==> src/hw/tpe_defines.vh <==
// Register map, field positions and constants of the two-phase pulse event counter
// How it works
// - Count events only from the phase pins
// - Phase relationship alone sets count direction
// - Reload on wrap unless free-run selected
// - Divide up FFFF-n+1, down n+1
// - Count start flag starts and halts counting
// - Interrupt request on overflow or underflow
// - Timer read returns current counter value
// - Stopped write loads reload and counter
// - Running write loads reload register only
// - Normal: primary edges count while secondary high
// - Times four: primary rise, count all up
// - Times four: primary fall, count all down
// - Port data/direction settings ignored here
// - Decode select effective on channel three only
// - Count type: 0 reload, 1 free-run
// - Decode select: 0 normal, 1 times four
`ifndef TPE_DEFINES_VH
`define TPE_DEFINES_VH

// ==========================================
// Register offsets
`define TPE_OFF_CTRL 8'h00
`define TPE_OFF_MODE 8'h04
`define TPE_OFF_TIMER 8'h08
`define TPE_OFF_STATUS 8'h0C

// ==========================================
// Decoded register selector
`define TPE_SEL_NONE 3'h0
`define TPE_SEL_CTRL 3'h1
`define TPE_SEL_MODE 3'h2
`define TPE_SEL_TIMER 3'h3
`define TPE_SEL_STATUS 3'h4

// ==========================================
// Control register fields
`define TPE_CTRL_START 0
`define TPE_CTRL_TPEN 1
`define TPE_CTRL_TRIG 3:2
`define TPE_CTRL_W 4
`define TPE_CTRL_RESET 4'h0

// ==========================================
// Channel mode register fields
`define TPE_MODE_OP 1:0
`define TPE_MODE_MR 5:2
`define TPE_MODE_CTYPE 6
`define TPE_MODE_QUAD 7
`define TPE_MODE_W 8
`define TPE_MODE_RESET 8'h00

// ==========================================
// Status register fields
`define TPE_STAT_RUN 0
`define TPE_STAT_DIR 1
`define TPE_STAT_W 2

// ==========================================
// Encodings and counter limits
`define TPE_OP_EVENT 2'h1
`define TPE_TRIG_PHASE 2'h0
`define TPE_CNT_MAX 16'hFFFF
`define TPE_CNT_MIN 16'h0000
`define TPE_CNT_RESET 16'h0000
`define TPE_RESP_OKAY 2'h0
`define TPE_RESP_SLVERR 2'h2
`define TPE_ZERO32 32'h0000_0000

`endif

==> src/hw/tpe_counter.v <==
// Two-phase pulse event counter channel with AXI4-Lite register slave
//
// Local design decisions: the address map and register access over AXI4-Lite.
`timescale 1ns/100ps
`include "tpe_defines.vh"

module tpe_counter #(
	parameter CHAN = 3,
	parameter ADDR_W = 8
)(
	// Clock and reset
	input wire aclk,
	input wire aresetn,
	// AXI4-Lite write address
	input wire [ADDR_W-1:0] s_axi_awaddr,
	input wire s_axi_awvalid,
	output reg s_axi_awready,
	// AXI4-Lite write data
	input wire [31:0] s_axi_wdata,
	input wire [3:0] s_axi_wstrb,
	input wire s_axi_wvalid,
	output reg s_axi_wready,
	// AXI4-Lite write response
	output reg [1:0] s_axi_bresp,
	output reg s_axi_bvalid,
	input wire s_axi_bready,
	// AXI4-Lite read address
	input wire [ADDR_W-1:0] s_axi_araddr,
	input wire s_axi_arvalid,
	output reg s_axi_arready,
	// AXI4-Lite read data
	output reg [31:0] s_axi_rdata,
	output reg [1:0] s_axi_rresp,
	output reg s_axi_rvalid,
	input wire s_axi_rready,
	// Phase pins
	input wire primary_phase_pin,
	input wire secondary_phase_pin,
	// Interrupt request
	output reg irq_req
);

// ==========================================
// Address decode, shared by both paths
function [2:0] reg_sel;
	input [ADDR_W-1:0] addr;
	begin
		if (addr[7:0] == `TPE_OFF_CTRL)
			reg_sel = `TPE_SEL_CTRL;
		else if (addr[7:0] == `TPE_OFF_MODE)
			reg_sel = `TPE_SEL_MODE;
		else if (addr[7:0] == `TPE_OFF_TIMER)
			reg_sel = `TPE_SEL_TIMER;
		else if (addr[7:0] == `TPE_OFF_STATUS)
			reg_sel = `TPE_SEL_STATUS;
		else
			reg_sel = `TPE_SEL_NONE;
	end
endfunction

// Byte-lane merge of a write into an old word
function [31:0] merge_bytes;
	input [31:0] old;
	input [31:0] data;
	input [3:0] strb;
	integer i;
	begin
		merge_bytes = old;
		for (i = 0; i < 4; i = i + 1)
			if (strb[i])
				merge_bytes[i*8 +: 8] = data[i*8 +: 8];
	end
endfunction

// ==========================================
// State
reg [`TPE_CTRL_W-1:0] ctrl_q;
reg [`TPE_CTRL_W-1:0] ctrl_d;
reg [`TPE_MODE_W-1:0] mode_q;
reg [`TPE_MODE_W-1:0] mode_d;
reg [15:0] reload_q;
reg [15:0] reload_d;
reg [15:0] cnt_q;
reg [15:0] cnt_d;
reg dir_q;
reg dir_d;
reg irq_d;

// Bus handshake state
reg wr_fire;
reg rd_fire;
reg [2:0] wr_sel;
reg [2:0] rd_sel;
reg [31:0] wr_word;
reg [31:0] rd_word;

// Phase inputs after synchronisation
wire [1:0] ph_level;
wire [1:0] ph_rise;
wire [1:0] ph_fall;

// ==========================================
// Phase pin synchroniser
// Count source is the two phase pins
tpe_phase_sync #(
	.W(2)
) u_sync (
	.aclk(aclk),
	.aresetn(aresetn),
	.pin_in({secondary_phase_pin, primary_phase_pin}),
	.level_q(ph_level),
	.rise_q(ph_rise),
	.fall_q(ph_fall)
);

// ==========================================
// Mode qualification
wire start_flag;
wire running;
wire quad_mode;
wire sec_high;
wire prim_up;
wire prim_dn;
wire any_edge;

assign start_flag = ctrl_q[`TPE_CTRL_START];
// Counting also needs the enable, event mode and phase trigger source
assign running = start_flag & ctrl_q[`TPE_CTRL_TPEN]
	& (mode_q[`TPE_MODE_OP] == `TPE_OP_EVENT)
	& (ctrl_q[`TPE_CTRL_TRIG] == `TPE_TRIG_PHASE);

// Select bit honoured on channel three only
// Select 0 normal, 1 times four
assign quad_mode = (CHAN == 3) ? mode_q[`TPE_MODE_QUAD] : (CHAN == 4);

assign sec_high = ph_level[1];
assign prim_up = ph_rise[0] & sec_high;
assign prim_dn = ph_fall[0] & sec_high;
assign any_edge = (|ph_rise) | (|ph_fall);

// ==========================================
// Write strobes per register
wire ctrl_wr;
wire mode_wr;
wire timer_wr;
assign ctrl_wr = wr_fire & (wr_sel == `TPE_SEL_CTRL);
assign mode_wr = wr_fire & (wr_sel == `TPE_SEL_MODE);
assign timer_wr = wr_fire & (wr_sel == `TPE_SEL_TIMER);

// ==========================================
// Count step selection
reg step_up;
reg step_dn;

always @*
begin
	step_up = 1'b0;
	step_dn = 1'b0;
	dir_d = dir_q;
	if (quad_mode)
	begin
		if (prim_up)
			dir_d = 1'b1;
		else if (prim_dn)
			dir_d = 1'b0;
		if (any_edge)
		begin
			step_up = dir_d;
			step_dn = ~dir_d;
		end
	end
	else
	begin
		step_up = prim_up;
		step_dn = prim_dn;
		if (prim_up)
			dir_d = 1'b1;
		else if (prim_dn)
			dir_d = 1'b0;
	end
end

// ==========================================
// Register writes and counter update
reg wrap_up;
reg wrap_dn;
reg [31:0] timer_merged;

always @*
begin
	ctrl_d = ctrl_q;
	mode_d = mode_q;
	reload_d = reload_q;
	cnt_d = cnt_q;
	timer_merged = merge_bytes({16'h0000, cnt_q}, s_axi_wdata, s_axi_wstrb);
	wrap_up = 1'b0;
	wrap_dn = 1'b0;
	if (ctrl_wr)
	begin
		wr_word = merge_bytes({{(32-`TPE_CTRL_W){1'b0}}, ctrl_q}, s_axi_wdata, s_axi_wstrb);
		ctrl_d = wr_word[`TPE_CTRL_W-1:0];
	end
	else if (mode_wr)
	begin
		wr_word = merge_bytes({{(32-`TPE_MODE_W){1'b0}}, mode_q}, s_axi_wdata, s_axi_wstrb);
		mode_d = wr_word[`TPE_MODE_W-1:0];
	end
	else
	begin
		wr_word = `TPE_ZERO32;
	end
	// Timer write goes to reload first
	if (timer_wr)
	begin
		timer_merged = merge_bytes({16'h0000, reload_q}, s_axi_wdata, s_axi_wstrb);
		reload_d = timer_merged[15:0];
	end
	if (running && step_up)
	begin
		if (cnt_q == `TPE_CNT_MAX)
		begin
			wrap_up = 1'b1;
			cnt_d = mode_q[`TPE_MODE_CTYPE] ? `TPE_CNT_MIN : reload_d;
		end
		else
			cnt_d = cnt_q + 16'h0001;
	end
	else if (running && step_dn)
	begin
		if (cnt_q == `TPE_CNT_MIN)
		begin
			wrap_dn = 1'b1;
			cnt_d = mode_q[`TPE_MODE_CTYPE] ? `TPE_CNT_MAX : reload_d;
		end
		else
			cnt_d = cnt_q - 16'h0001;
	end
	if (timer_wr && !start_flag)
		cnt_d = reload_d;
	irq_d = wrap_up | wrap_dn;
end

// ==========================================
// Read mux
always @*
begin
	rd_word = `TPE_ZERO32;
	if (rd_sel == `TPE_SEL_CTRL)
		rd_word = {{(32-`TPE_CTRL_W){1'b0}}, ctrl_q};
	else if (rd_sel == `TPE_SEL_MODE)
		rd_word = {{(32-`TPE_MODE_W){1'b0}}, mode_q};
	else if (rd_sel == `TPE_SEL_TIMER)
		rd_word = {16'h0000, cnt_q};
	else if (rd_sel == `TPE_SEL_STATUS)
		rd_word = {{(32-`TPE_STAT_W){1'b0}}, dir_q, running};
end

// ==========================================
// Bus handshakes
always @*
begin
	wr_fire = s_axi_awvalid & s_axi_awready & s_axi_wvalid & s_axi_wready;
	rd_fire = s_axi_arvalid & s_axi_arready;
	wr_sel = reg_sel(s_axi_awaddr);
	rd_sel = reg_sel(s_axi_araddr);
end

always @(posedge aclk)
begin
	if (!aresetn)
	begin
		s_axi_awready <= 1'b0;
		s_axi_wready <= 1'b0;
		s_axi_bvalid <= 1'b0;
		s_axi_bresp <= `TPE_RESP_OKAY;
		s_axi_arready <= 1'b0;
		s_axi_rvalid <= 1'b0;
		s_axi_rresp <= `TPE_RESP_OKAY;
		s_axi_rdata <= `TPE_ZERO32;
	end
	else
	begin
		// Ready only once both halves wait, so either order works
		s_axi_awready <= s_axi_awvalid & s_axi_wvalid & ~s_axi_awready & ~s_axi_bvalid;
		s_axi_wready <= s_axi_awvalid & s_axi_wvalid & ~s_axi_awready & ~s_axi_bvalid;
		if (wr_fire)
		begin
			s_axi_bvalid <= 1'b1;
			s_axi_bresp <= (wr_sel == `TPE_SEL_NONE) ? `TPE_RESP_SLVERR : `TPE_RESP_OKAY;
		end
		else if (s_axi_bready)
			s_axi_bvalid <= 1'b0;
		s_axi_arready <= s_axi_arvalid & ~s_axi_arready & ~s_axi_rvalid;
		if (rd_fire)
		begin
			s_axi_rvalid <= 1'b1;
			s_axi_rdata <= rd_word;
			s_axi_rresp <= (rd_sel == `TPE_SEL_NONE) ? `TPE_RESP_SLVERR : `TPE_RESP_OKAY;
		end
		else if (s_axi_rready)
			s_axi_rvalid <= 1'b0;
	end
end

// ==========================================
// Counter state
// Port settings have no path
// Pins have no port data or direction path here, so none can interfere
always @(posedge aclk)
begin
	if (!aresetn)
	begin
		ctrl_q <= `TPE_CTRL_RESET;
		mode_q <= `TPE_MODE_RESET;
		reload_q <= `TPE_CNT_RESET;
		cnt_q <= `TPE_CNT_RESET;
		dir_q <= 1'b0;
		irq_req <= 1'b0;
	end
	else
	begin
		ctrl_q <= ctrl_d;
		mode_q <= mode_d;
		reload_q <= reload_d;
		cnt_q <= cnt_d;
		dir_q <= dir_d;
		irq_req <= irq_d;
	end
end

endmodule

==> src/hw/tpe_phase_sync.v <==
// Three-stage synchroniser with agreement filter and edge detect for the phase pins
`timescale 1ns/100ps

module tpe_phase_sync #(
	parameter W = 2
)(
	// Clock and reset
	input wire aclk,
	input wire aresetn,
	// Raw pins
	input wire [W-1:0] pin_in,
	// Filtered levels and edges
	output reg [W-1:0] level_q,
	output reg [W-1:0] rise_q,
	output reg [W-1:0] fall_q
);

reg [W-1:0] meta_q;
reg [W-1:0] s2_q;
reg [W-1:0] s3_q;
wire [W-1:0] level_d;
reg [3:0] fill_q;

// ==========================================
// Agreement filter
genvar g;
generate
	for (g = 0; g < W; g = g + 1)
	begin : g_bit
		// Change needs stages two and three
		assign level_d[g] = (!fill_q[3] || (s2_q[g] == s3_q[g])) ? s3_q[g] : level_q[g];
	end
endgenerate

// ==========================================
// Flops
always @(posedge aclk)
begin
	if (!aresetn)
	begin
		meta_q <= {W{1'b0}};
		s2_q <= {W{1'b0}};
		s3_q <= {W{1'b0}};
		level_q <= {W{1'b0}};
		rise_q <= {W{1'b0}};
		fall_q <= {W{1'b0}};
		fill_q <= 4'h0;
	end
	else
	begin
		// First stage feeds only the second
		meta_q <= pin_in;
		s2_q <= meta_q;
		s3_q <= s2_q;
		level_q <= level_d;
		// Stage three holds a real pin sample only from the third edge
		fill_q <= {fill_q[2:0], 1'b1};
		// One pulse per filtered edge, none from reset
		rise_q <= fill_q[3] ? (level_d & ~level_q) : {W{1'b0}};
		fall_q <= fill_q[3] ? (~level_d & level_q) : {W{1'b0}};
	end
end

endmodule

==> config.mk <==
export PLATFORM = sky130hd
export DESIGN_NAME = tpe_counter
export DESIGN_NICKNAME = d
export VERILOG_FILES = /design/src/hw/tpe_counter.v /design/src/hw/tpe_phase_sync.v
export VERILOG_INCLUDE_DIRS = /design/src /design/src/hw
export SDC_FILE = /design/constraint.sdc
export NUM_CORES = 1
export LEC_CHECK = 0
export BUFFER_PORTS_ARGS = -buffer_cell sky130_fd_sc_hd__clkbuf_2
export CAP_MARGIN = 20
export CORE_ASPECT_RATIO = 1.4
export CORE_MARGIN = 10
export CORE_UTILIZATION = 50
export CTS_CLUSTER_DIAMETER = 30
export DETAILED_ROUTE_END_ITERATION = 6
export PLACE_DENSITY = 0.85
export SETUP_SLACK_MARGIN = 0.2
export SLEW_MARGIN = 20
export SYNTH_ARGS = -nofsm -noshare
export SYNTH_HDL_FRONTEND = slang
export SYNTH_SLANG_ARGS = --single-unit
==> constraint.sdc <==
create_clock -name aclk -period 3.5 [get_ports aclk]
set_clock_uncertainty 0.15 [all_clocks]
set_input_delay 0.525 -clock aclk [delete_from_list [all_inputs] [get_ports aclk]]
set_output_delay 0.525 -clock aclk [all_outputs]
set_load 0.02 [all_outputs]
==> impl_metrics.py, run 1 <==
metrics = {
    "status": {
        "status": "finished, final reports clean",
    },
    "setup_path": {
        "required_ps": 3630,
        "r2r_cells": 7,
        "reg2reg_setup_slack_ps": 780,
        "crit_path_cell_trace": "ha_1 > nand3_1 > nor4_1 > and2_1 > a21oi_1 > or3_1 > o22ai_2",
        "crit_fanout": 10,
        "rr_startpoint": "cnt_q[0]$_SDFFE_PN0P_",
        "critical_path_class": "reg -> reg",
        "cp_top_family": "simple AND/OR/NAND/NOR gates",
        "crit_arrival_ps": 2850,
        "critPathCaptureType": "flop",
        "cp_slowest_cell": "nor4_1",
        "rr_endpoint": "cnt_q[8]$_SDFFE_PN0P_",
        "cp-start-kind": "flop",
        "max_stage_delay_ps": 570,
        "cp.buffers_inverters": 0,
        "crit_path_start": "cnt_q[0]$_SDFFE_PN0P_",
    },
    "pwr": {
        "static-leakage-power_nw": 2.23,
        "p_per_area_mw_per_mm2": 385,
        "power_mw": 2.03,
        "ir_worst_vdd_mv": 0.358,
    },
    "floorplanning": {
        "die_area_mm2": 0.0134,
        "die-width_um": 101,
        "die_h_um": 133,
        "core_area_mm2": 0.00898,
        "ios": 103,
        "start_util_pct": 50.9,
        "placementRows": 41,
    },
    "clocking": {
        "numCtsBuffers": 9,
        "root_buffer": "clkbuf_16",
        "cts_resized": 0,
        "cts_setup_buffers": 0,
        "cts_tree": "built",
        "htree_levels": 3,
        "cts.sinks": 84,
        "cts_buffer_depth": 2,
        "clk_latency_ps": 350,
        "cts_hold_buf": 0,
        "path_clk_slew_ps": 60,
    },
    "timing": {
        "fin_hold_ws_ps": 231,
        "slew_headroom_pct": 42.5,
        "period_needed_ps": 2720,
        "timing.final.crit_share_pct": 77.8,
        "final-hold-violation-count": 0,
        "worst_pin_slew_ps": 855,
        "finalWorstSetupSlack_ps": 775,
        "setup_viol": 0,
        "setup_tns_ps": 0,
        "drv_slew": 0,
        "rsz0062_at_grt": "no",
        "fmax_mhz": 367,
    },
    "layout": {
        "stdcell_count": 725,
        "layout_commonest_cell": "dfxtp_1",
        "fill_cells": 796,
        "design_area_mm2": 0.00526,
        "nNetsFinal": 677,
        "n_antenna_cell": 0,
        "final_core_util_pct": 58.6,
        "area_delta_synth_final_pct": 15.0,
        "drive_above_1_share_pct": 19.7,
        "layout_common_cells": "84 x dfxtp_1, 66 x clkbuf_2, 65 x nor2_1",
    },
    "drt": {
        "route.detailed.drc": 0,
        "routedWlPerCell_um": 18.8,
        "avgViaCountPerCell": 6.19,
        "drt-total-wl_um": 13700,
        "num_vias": 4486,
        "drtPass1Iterations": 5,
        "drt_iter0_markers": 368,
        "drtAntennaViolNets": 0,
    },
    "global_routing": {
        "overflow": 0,
        "grt_use_total_pct": 20.2,
        "grt_pass1_vias": 4469,
        "grt_pass1_wl_um": 22300,
        "antenna_found_initial": 0,
        "grt_max_degree": 36,
    },
    "synth": {
        "syn_area_mm2": 0.00457,
        "synth_edf_count": 0,
        "synth.ff_latch_count": 84,
        "ys_warn_count": 0,
        "synth_flop_cell": "dfxtp_1",
        "yosysSeqAreaShare_pct": 36.8,
        "avgSynthCellArea_um2": 8.23,
        "synth.distinct_cells": 64,
        "yosysTopAreaCell": "dfxtp_1",
        "synth_area_leaders": "dfxtp_1 37%, mux2i_1 5.9%, nor2_1 5.3%, buf_4 3.1%, a22oi_1 3.0%",
        "synth_top_area_share_pct": 36.8,
        "async_flop_share_pct": 0,
        "syn-instance-count": 556,
    },
    "min_path": {
        "min_path_type": "in -> reg",
        "min_path_cells": 2,
        "whs_endpoint": "u_sync.meta_q[0]$_SDFF_PN0_",
        "hp-start": "primary_phase_pin",
    },
    "placed_design": {
        "pre_cts_ws_ps": 777,
        "placed_cell_area_mm2": 0.00496,
        "gp_congestion": 0.967,
        "portBuffers": 66,
        "dpl.cell_count": 709,
        "hpwl_um": 10000,
    },
    "run": {
        "cap_violations": 0,
    },
}
-- worst reg2reg max path, cell delays in order, from the launching register on --
cell	delay (ps)
dfxtp_1	530
ha_1	290
nand3_1	280
nor4_1	570
and2_1	280
a21oi_1	90
or3_1	330
o22ai_2	130
-- how the worst max path moves through the flow --
stage | end | depth (start not counted)
final | cnt_q[8]$_SDFFE_PN0P_ | 7
after global routing | cnt_q[1]$_SDFFE_PN0P_ | 8
after CTS | cnt_q[1]$_SDFFE_PN0P_ | 8
after detailed placement | cnt_q[3]$_SDFFE_PN0P_ | 7
after global placement | cnt_q[8]$_SDFFE_PN0P_ | 7
after floorplan | cnt_q[12]$_SDFFE_PN0P_ | 6
-- state kept, by name, summed over array words and instances (netlist names), 4 cells and up --
signal,flops
cnt_q,16
reload_q,16
s_axi_rdata,16
mode_q,8
ctrl_q,4
u_sync.fill_q,4
-- logic make-up (layout without fill, tap and decap cells) --
group	Yosys count	count (layout)	synth area share, %
other	1	18	0.0820
and+or+nand+nor	224	224	25.3
buffers and inverters	65	110	6.95
DFF	84	84	36.8
adders and majority gates	3	3	0.821
xor gates and xnor gates	17	17	3.26
muxes	32	32	7.47
AOI/OAI and AO/OA	130	130	19.4
-- metal layers --
metal	GRT usage, %	routed length (µm)	vias to the layer above	share of wire, %
met5	0	0	-	0
met4	11.8	520	0	3.8
met3	4.87	1050	44	7.7
met2	33.8	6750	189	49
met1	22.4	5340	2146	39
li1	-	-	2107	-
-- cell usage after synthesis, types with 3 or more instances --
library cell,instances
a211oi_1,5
a21oi_1,26
a22oi_1,18
a31oi_1,12
and2_1,15
and3_1,4
buf_1,7
buf_4,19
clkbuf_1,28
dfxtp_1,84
ha_1,3
inv_1,9
mux2_2,3
mux2i_1,27
nand2_1,33
nand2b_1,3
nand3_1,21
nand4_1,7
nor2_1,65
nor2b_1,8
nor3_1,24
nor4_1,13
nor4b_1,5
o211ai_1,6
o21ai_0,25
o221ai_1,4
o31ai_1,4
or2_2,5
or3_1,7
or4_1,4
xnor2_1,11
xor2_1,6
-- where the power goes --
part | internal (mW) | leakage [nW] | switching (mW)
registers | 0.964 | 0.679 | 0.00513
clock network | 0.555 | 0.138 | 0.405
logic | 0.0331 | 1.41 | 0.0651
-- cell type report --
class,instances,area [µm²],share of cell area (%)
inverter,9,33.8,0.642
clock inverter,7,75.1,1.43
tap,107,134,2.55
multi-input combinational,424,2640,50.1
clock buffer,9,225,4.28
sequential,84,1680,32.0
timing repair buffer,85,473,8.99
(Power assumes the default switching activity.)
==> inputs of run 2 (changes only) <==
==> constraint.sdc (replaced) <==
create_clock -name aclk -period 2.65 [get_ports aclk]
set_clock_uncertainty 0.15 [all_clocks]
set_input_delay 0.3975 -clock aclk [delete_from_list [all_inputs] [get_ports aclk]]
set_output_delay 0.3975 -clock aclk [all_outputs]
set_load 0.02 [all_outputs]
==> run 2 against run 1 <==
Effect of this change: via count grew 3.5%; total power grew 31%; count of clock-buffer cells in the layout grew 2; fmax grew 14%; critical path type unchanged; highest routed layer unchanged.
==> impl_metrics.py, run 2 (same netlist as run 1, synthesis figures left out) <==
metrics = {
    "status": {
        "status": "finished, final reports clean",
    },
    "run": {
        "cap_violations": 0,
    },
    "placed_design": {
        "hpwl_um": 11000,
        "gp_congestion": 0.938,
        "portBuffers": 66,
        "pre_cts_ws_ps": 58.3,
    },
    "clocking": {
        "numCtsBuffers": 9,
        "path_clk_slew_ps": 60,
        "root_buffer": "clkbuf_16",
        "clk_latency_ps": 340,
        "cts.sinks": 84,
        "htree_levels": 3,
        "cts_tree": "built",
        "cts_buffer_depth": 2,
    },
    "timing": {
        "setup_viol": 0,
        "setup_tns_ps": 0,
        "drv_slew": 0,
        "timing.final.crit_share_pct": 89.9,
        "period_needed_ps": 2380,
        "fmax_mhz": 420,
        "fin_hold_ws_ps": 118,
        "finalWorstSetupSlack_ps": 268,
        "rsz0062_at_grt": "yes",
        "slew_headroom_pct": 50.7,
        "worst_pin_slew_ps": 739,
        "final-hold-violation-count": 0,
    },
    "setup_path": {
        "cp-start-kind": "flop",
        "critical_path_class": "reg -> reg",
        "crit_fanout": 10,
        "critPathCaptureType": "flop",
        "crit_arrival_ps": 2490,
        "required_ps": 2760,
    },
    "global_routing": {
        "grt_max_degree": 22,
        "grt_pass1_wl_um": 22900,
        "grt_pass1_vias": 4615,
        "grt_use_total_pct": 21.1,
        "antenna_found_initial": 0,
        "overflow": 0,
    },
    "layout": {
        "multi_input_area_mm2": 0.00266,
        "layout_commonest_cell": "dfxtp_1",
        "nNetsFinal": 718,
        "final_core_util_pct": 62.4,
        "regArea_mm2": 0.00169,
        "drive_above_1_share_pct": 25.7,
        "top_regs": "cnt_q: 16 flops, reload_q: 16 flops, s_axi_rdata: 16 flops",
        "layout_common_cells": "81 x dfxtp_1, 66 x clkbuf_2, 64 x nor2_1",
        "n_antenna_cell": 0,
        "area_delta_synth_final_pct": 22.4,
        "fill_cells": 763,
    },
    "drt": {
        "drtAntennaViolNets": 0,
        "drt-total-wl_um": 14300,
        "avgViaCountPerCell": 6.07,
        "routedWlPerCell_um": 18.7,
        "drt_iter0_markers": 445,
        "num_vias": 4642,
        "route.detailed.drc": 0,
        "drtPass1Iterations": 6,
    },
    "pwr": {
        "ir_worst_vdd_mv": 0.414,
        "static-leakage-power_nw": 2.44,
        "power_mw": 2.65,
        "p_per_area_mw_per_mm2": 474,
    },
    "floorplanning": {
        "die_area_mm2": 0.0134,
        "placementRows": 41,
        "start_util_pct": 50.9,
        "die-width_um": 101,
        "ios": 103,
        "core_area_mm2": 0.00898,
        "die_h_um": 133,
    },
    "min_path": {
        "min_path_type": "in -> reg",
    },
}
-- run 2: worst paths after layout --
kind         slack, ps                     endpoint                   startpoint  cells past startpoint
min                120  u_sync.meta_q[0]$_SDFF_PN0_            primary_phase_pin                      2
min reg2reg        280    u_sync.s2_q[1]$_SDFF_PN0_  u_sync.meta_q[1]$_SDFF_PN0_                      1
max reg2reg        270        cnt_q[2]$_SDFFE_PN0P_  u_sync.rise_q[0]$_SDFF_PN0_                      7
max                270        cnt_q[2]$_SDFFE_PN0P_  u_sync.rise_q[0]$_SDFF_PN0_                      7
-- run 2: layer usage --
layer  track usage, %  vias to the layer above  part of all wire, %
met2             35.8                      211                   49
li1                 -                     2195                    -
met4             12.4                        0                  4.5
met5                0                        -                    0
met3             4.81                       55                  8.0
met1             23.1                     2181                   38
-- run 2: what timing repair did --
item | in CTS | in global routing
hold buffers | 0 | 0
endpoints found under the setup margin | 1 | 11
gates resized for setup | 1 | 7
buffers inserted | 0 | 0
pin swaps | 0 | 0
-- run 2: critical path, stage by stage, from the launching register on --
cell	delay (ps)
dfxtp_1	340
or4_4	560
nand3_1	140
buf_4	150
or2_2	240
nand2_1	220
a221o_1	320
a31oi_1	180
-- run 2: metrics by stage --
step                      area [µm²]  std cells
after global placement          5280        750
after detailed placement        5280        750
after floorplan                 4640        573
after CTS                       5580        765
final                           5600        765
after global routing            5600        765
-- run 2: area by class of cell --
class,instances,area share [%]
well taps,107,2.39
inverters,9,0.603
multi-input cells,424,47.5
repair buffers,126,14.2
clock buffers,11,4.34
clock inverters,4,0.894
flip-flops and latches,84,30.1
-- run 2: power breakdown --
group | total (mW) | switching, mW | internal (mW)
Sequential | 1.28 | 0.00675 | 1.27
Clock | 1.24 | 0.492 | 0.748
Combinational | 0.133 | 0.0872 | 0.0459
Total | 2.65 | 0.586 | 2.07
==> inputs of run 3 (changes only) <==
--- a/config.mk
+++ b/config.mk
@@ -13,9 +13,10 @@
 export CORE_UTILIZATION = 50
 export CTS_CLUSTER_DIAMETER = 30
 export DETAILED_ROUTE_END_ITERATION = 6
-export PLACE_DENSITY = 0.85
+export PLACE_DENSITY = 0.84
 export SETUP_SLACK_MARGIN = 0.2
 export SLEW_MARGIN = 20
 export SYNTH_ARGS = -nofsm -noshare
 export SYNTH_HDL_FRONTEND = slang
+export SYNTH_HIERARCHICAL = 1
 export SYNTH_SLANG_ARGS = --single-unit
==> run 3 against run 2 <==
Effect of this change: area after synthesis rose by 3.7%; critical path type unchanged; setup slack lost 190 ps; via count is 1.4% higher; total power is 0.21% higher; sequential share of layout area fell by 1.7 points; critical endpoint is now cnt_q[9]$_SDFFE_PN0P_; fmax is 7.4% lower; non-clock buffer count rose by 7.
==> impl_metrics.py, run 3 <==
metrics = {
    "status": {
        "status": "finished, final reports clean",
    },
    "min_path": {
        "whs_endpoint": "u_sync/meta_q[1]$_SDFF_PN0_",
        "min_path_cells": 2,
        "hp-start": "secondary_phase_pin",
        "min_path_type": "in -> reg",
    },
    "drt": {
        "drtPass1Iterations": 7,
        "avgViaCountPerCell": 6.10,
        "drt_iter0_markers": 445,
        "routedWlPerCell_um": 19.3,
        "route.detailed.drc": 0,
        "drtAntennaViolNets": 0,
        "num_vias": 4706,
        "drt-total-wl_um": 14900,
    },
    "layout": {
        "layout_commonest_cell": "dfxtp_1",
        "nNetsFinal": 721,
        "top_regs": "cnt_q: 16 flops, reload_q: 16 flops, s_axi_rdata: 16 flops",
        "design_area_mm2": 0.00594,
        "layout_common_cells": "80 x dfxtp_1, 66 x clkbuf_2, 60 x buf_4",
        "final_core_util_pct": 63.5,
        "n_antenna_cell": 0,
        "drive_above_1_share_pct": 30.2,
        "area_delta_synth_final_pct": 25.3,
    },
    "synth": {
        "synth_flop_cell": "dfxtp_1",
        "synth_top_area_share_pct": 35.5,
        "avgSynthCellArea_um2": 8.59,
        "yosysTopAreaCell": "dfxtp_1",
        "synth_area_leaders": "dfxtp_1 35%, nor2b_1 6.6%, mux2i_1 6.1%, a21oi_1 3.4%, nand2_1 3.2%",
        "synth.distinct_cells": 69,
        "async_flop_share_pct": 0,
        "synth_commonest_cells": "84 x dfxtp_1, 50 x nor2b_1, 40 x nand2_1",
        "ys_warn_count": 6,
        "synth.ff_latch_count": 84,
        "syn-instance-count": 552,
        "synth_edf_count": 0,
        "syn_area_mm2": 0.00474,
        "yosysSeqAreaShare_pct": 35.5,
        "synth_most_common_cell": "dfxtp_1",
    },
    "placed_design": {
        "placed_cell_area_mm2": 0.00544,
        "gp_congestion": 0.970,
        "pre_cts_ws_ps": 31.7,
        "portBuffers": 66,
        "hpwl_um": 11000,
    },
    "floorplanning": {
        "placementRows": 42,
        "die-width_um": 102,
        "die_area_mm2": 0.0138,
        "core_area_mm2": 0.00935,
        "ios": 103,
        "die_h_um": 135,
        "start_util_pct": 50.7,
    },
    "clocking": {
        "htree_levels": 3,
        "numCtsBuffers": 9,
        "cts_tree": "built",
        "path_clk_slew_ps": 60,
        "cts_buffer_depth": 2,
        "clk_latency_ps": 340,
        "root_buffer": "clkbuf_16",
        "cts.sinks": 84,
    },
    "timing": {
        "fin_hold_ws_ps": 124,
        "fmax_mhz": 389,
        "timing.final.crit_share_pct": 97.1,
        "rsz0062_at_grt": "yes",
        "worst_pin_slew_ps": 534,
        "slew_headroom_pct": 64.4,
        "setup_viol": 0,
        "period_needed_ps": 2570,
        "finalWorstSetupSlack_ps": 78.1,
        "drv_slew": 0,
        "final-hold-violation-count": 0,
    },
    "global_routing": {
        "overflow": 0,
        "grt_max_degree": 49,
        "antenna_found_initial": 0,
        "grt_use_total_pct": 21.6,
        "grt_pass1_wl_um": 23600,
        "grt_pass1_vias": 4571,
    },
    "run": {
        "cap_violations": 0,
    },
    "pwr": {
        "static-leakage-power_nw": 2.46,
        "ir_worst_vdd_mv": 0.461,
        "p_per_area_mw_per_mm2": 448,
    },
    "setup_path": {
        "cp-start-kind": "flop",
        "critical_path_class": "reg -> reg",
        "reg2reg_setup_slack_ps": 80,
        "rr_startpoint": "cnt_q[7]$_SDFFE_PN0P_",
        "r2r_cells": 7,
        "critPathCaptureType": "flop",
        "crit_arrival_ps": 2640,
        "crit_fanout": 4,
        "required_ps": 2720,
        "rr_endpoint": "cnt_q[9]$_SDFFE_PN0P_",
    },
}
[run 3: cell types whose count changed after synthesis, moves of 7 or more]
cell,change
nor3_1,-13
nor2_1,-40
nand2_1,+7
nand3_1,-8
and2_1,-7
buf_1,-7
a31oi_1,-10
nor2b_1,+42
and2_2,+8
nand2b_1,+8
[run 3: area by class of cell]
| type | instances | area (µm²) |
|---|---|---|
| fill | 773 | 3410 |
| multi-input combinational | 421 | 2930 |
| sequential | 84 | 1690 |
| clock buffer | 11 | 233 |
| tap | 110 | 138 |
| inverter | 8 | 30.0 |
| clock inverter | 5 | 61.3 |
| timing repair buffer | 133 | 868 |
[run 3: what timing repair did]
| action | in CTS | in global routing |
|---|---|---|
| pin swaps | 10 | 19 |
| gates cloned | 1 | 0 |
| resized for setup | 10 | 31 |
| setup endpoints to repair | 13 | 17 |
| hold buffers | 0 | 0 |
| setup buffers | 4 | 2 |
[run 3: logic make-up after synthesis]
logic type                 count (synthesis)  share of synthesized area, %
and+or+nand+nor                          217                          26.9
buffers and inverters                     65                          7.34
AOI/OAI and AO/OA                        134                          19.0
adders and majority gates                  3                         0.792
DFF                                       84                          35.5
muxes                                     35                          8.02
other                                      1                        0.0791
xor gates and xnor gates                  13                          2.40
[run 3: worst max-delay path by stage]
stage / slack (ps) / end / from / depth (start not counted)
2_1_floorplan: 30 / cnt_q[9]$_SDFFE_PN0P_ / cnt_q[3]$_SDFFE_PN0P_ / 9
3_3_place_gp: 70 / cnt_q[9]$_SDFFE_PN0P_ / cnt_q[7]$_SDFFE_PN0P_ / 7
3_5_place_dp: 30 / cnt_q[9]$_SDFFE_PN0P_ / cnt_q[7]$_SDFFE_PN0P_ / 7
4_1_cts: 60 / cnt_q[9]$_SDFFE_PN0P_ / cnt_q[2]$_SDFFE_PN0P_ / 7
5_1_grt: -9 / cnt_q[9]$_SDFFE_PN0P_ / cnt_q[7]$_SDFFE_PN0P_ / 7
6_report: 80 / cnt_q[9]$_SDFFE_PN0P_ / cnt_q[7]$_SDFFE_PN0P_ / 7
[run 3: worst max-delay path, cell delays in order, from the launching register on]
cell      delay [ps]
dfxtp_2          320
or4_4            530
or4_4            540
or3_4            360
o211ai_1         210
o311ai_2         150
o21ai_1          130
a21oi_1           70
[run 3: metal layers]
layer	vias up	share of wire, %	GRT usage (%)
met5	-	0	0
met4	0	3.7	9.91
met3	64	6.9	4.29
met2	233	52	37.5
met1	2241	37	24.6
li1	2168	-	-
[run 3: through the flow]
stage	total power, mW	std cells	setup TNS (ps)
floorplan	1.40	569	0
global placement	1.43	749	0
detailed placement	1.44	749	0
CTS	2.67	770	0
global route	2.73	772	-8.55
finish	2.66	772	0
[run 3: power breakdown]
group,internal (mW),switching (mW),total [mW]
Sequential,1.27,0.00791,1.28
Combinational,0.0515,0.0786,0.130
Clock,0.734,0.514,1.25
Total,2.06,0.601,2.66
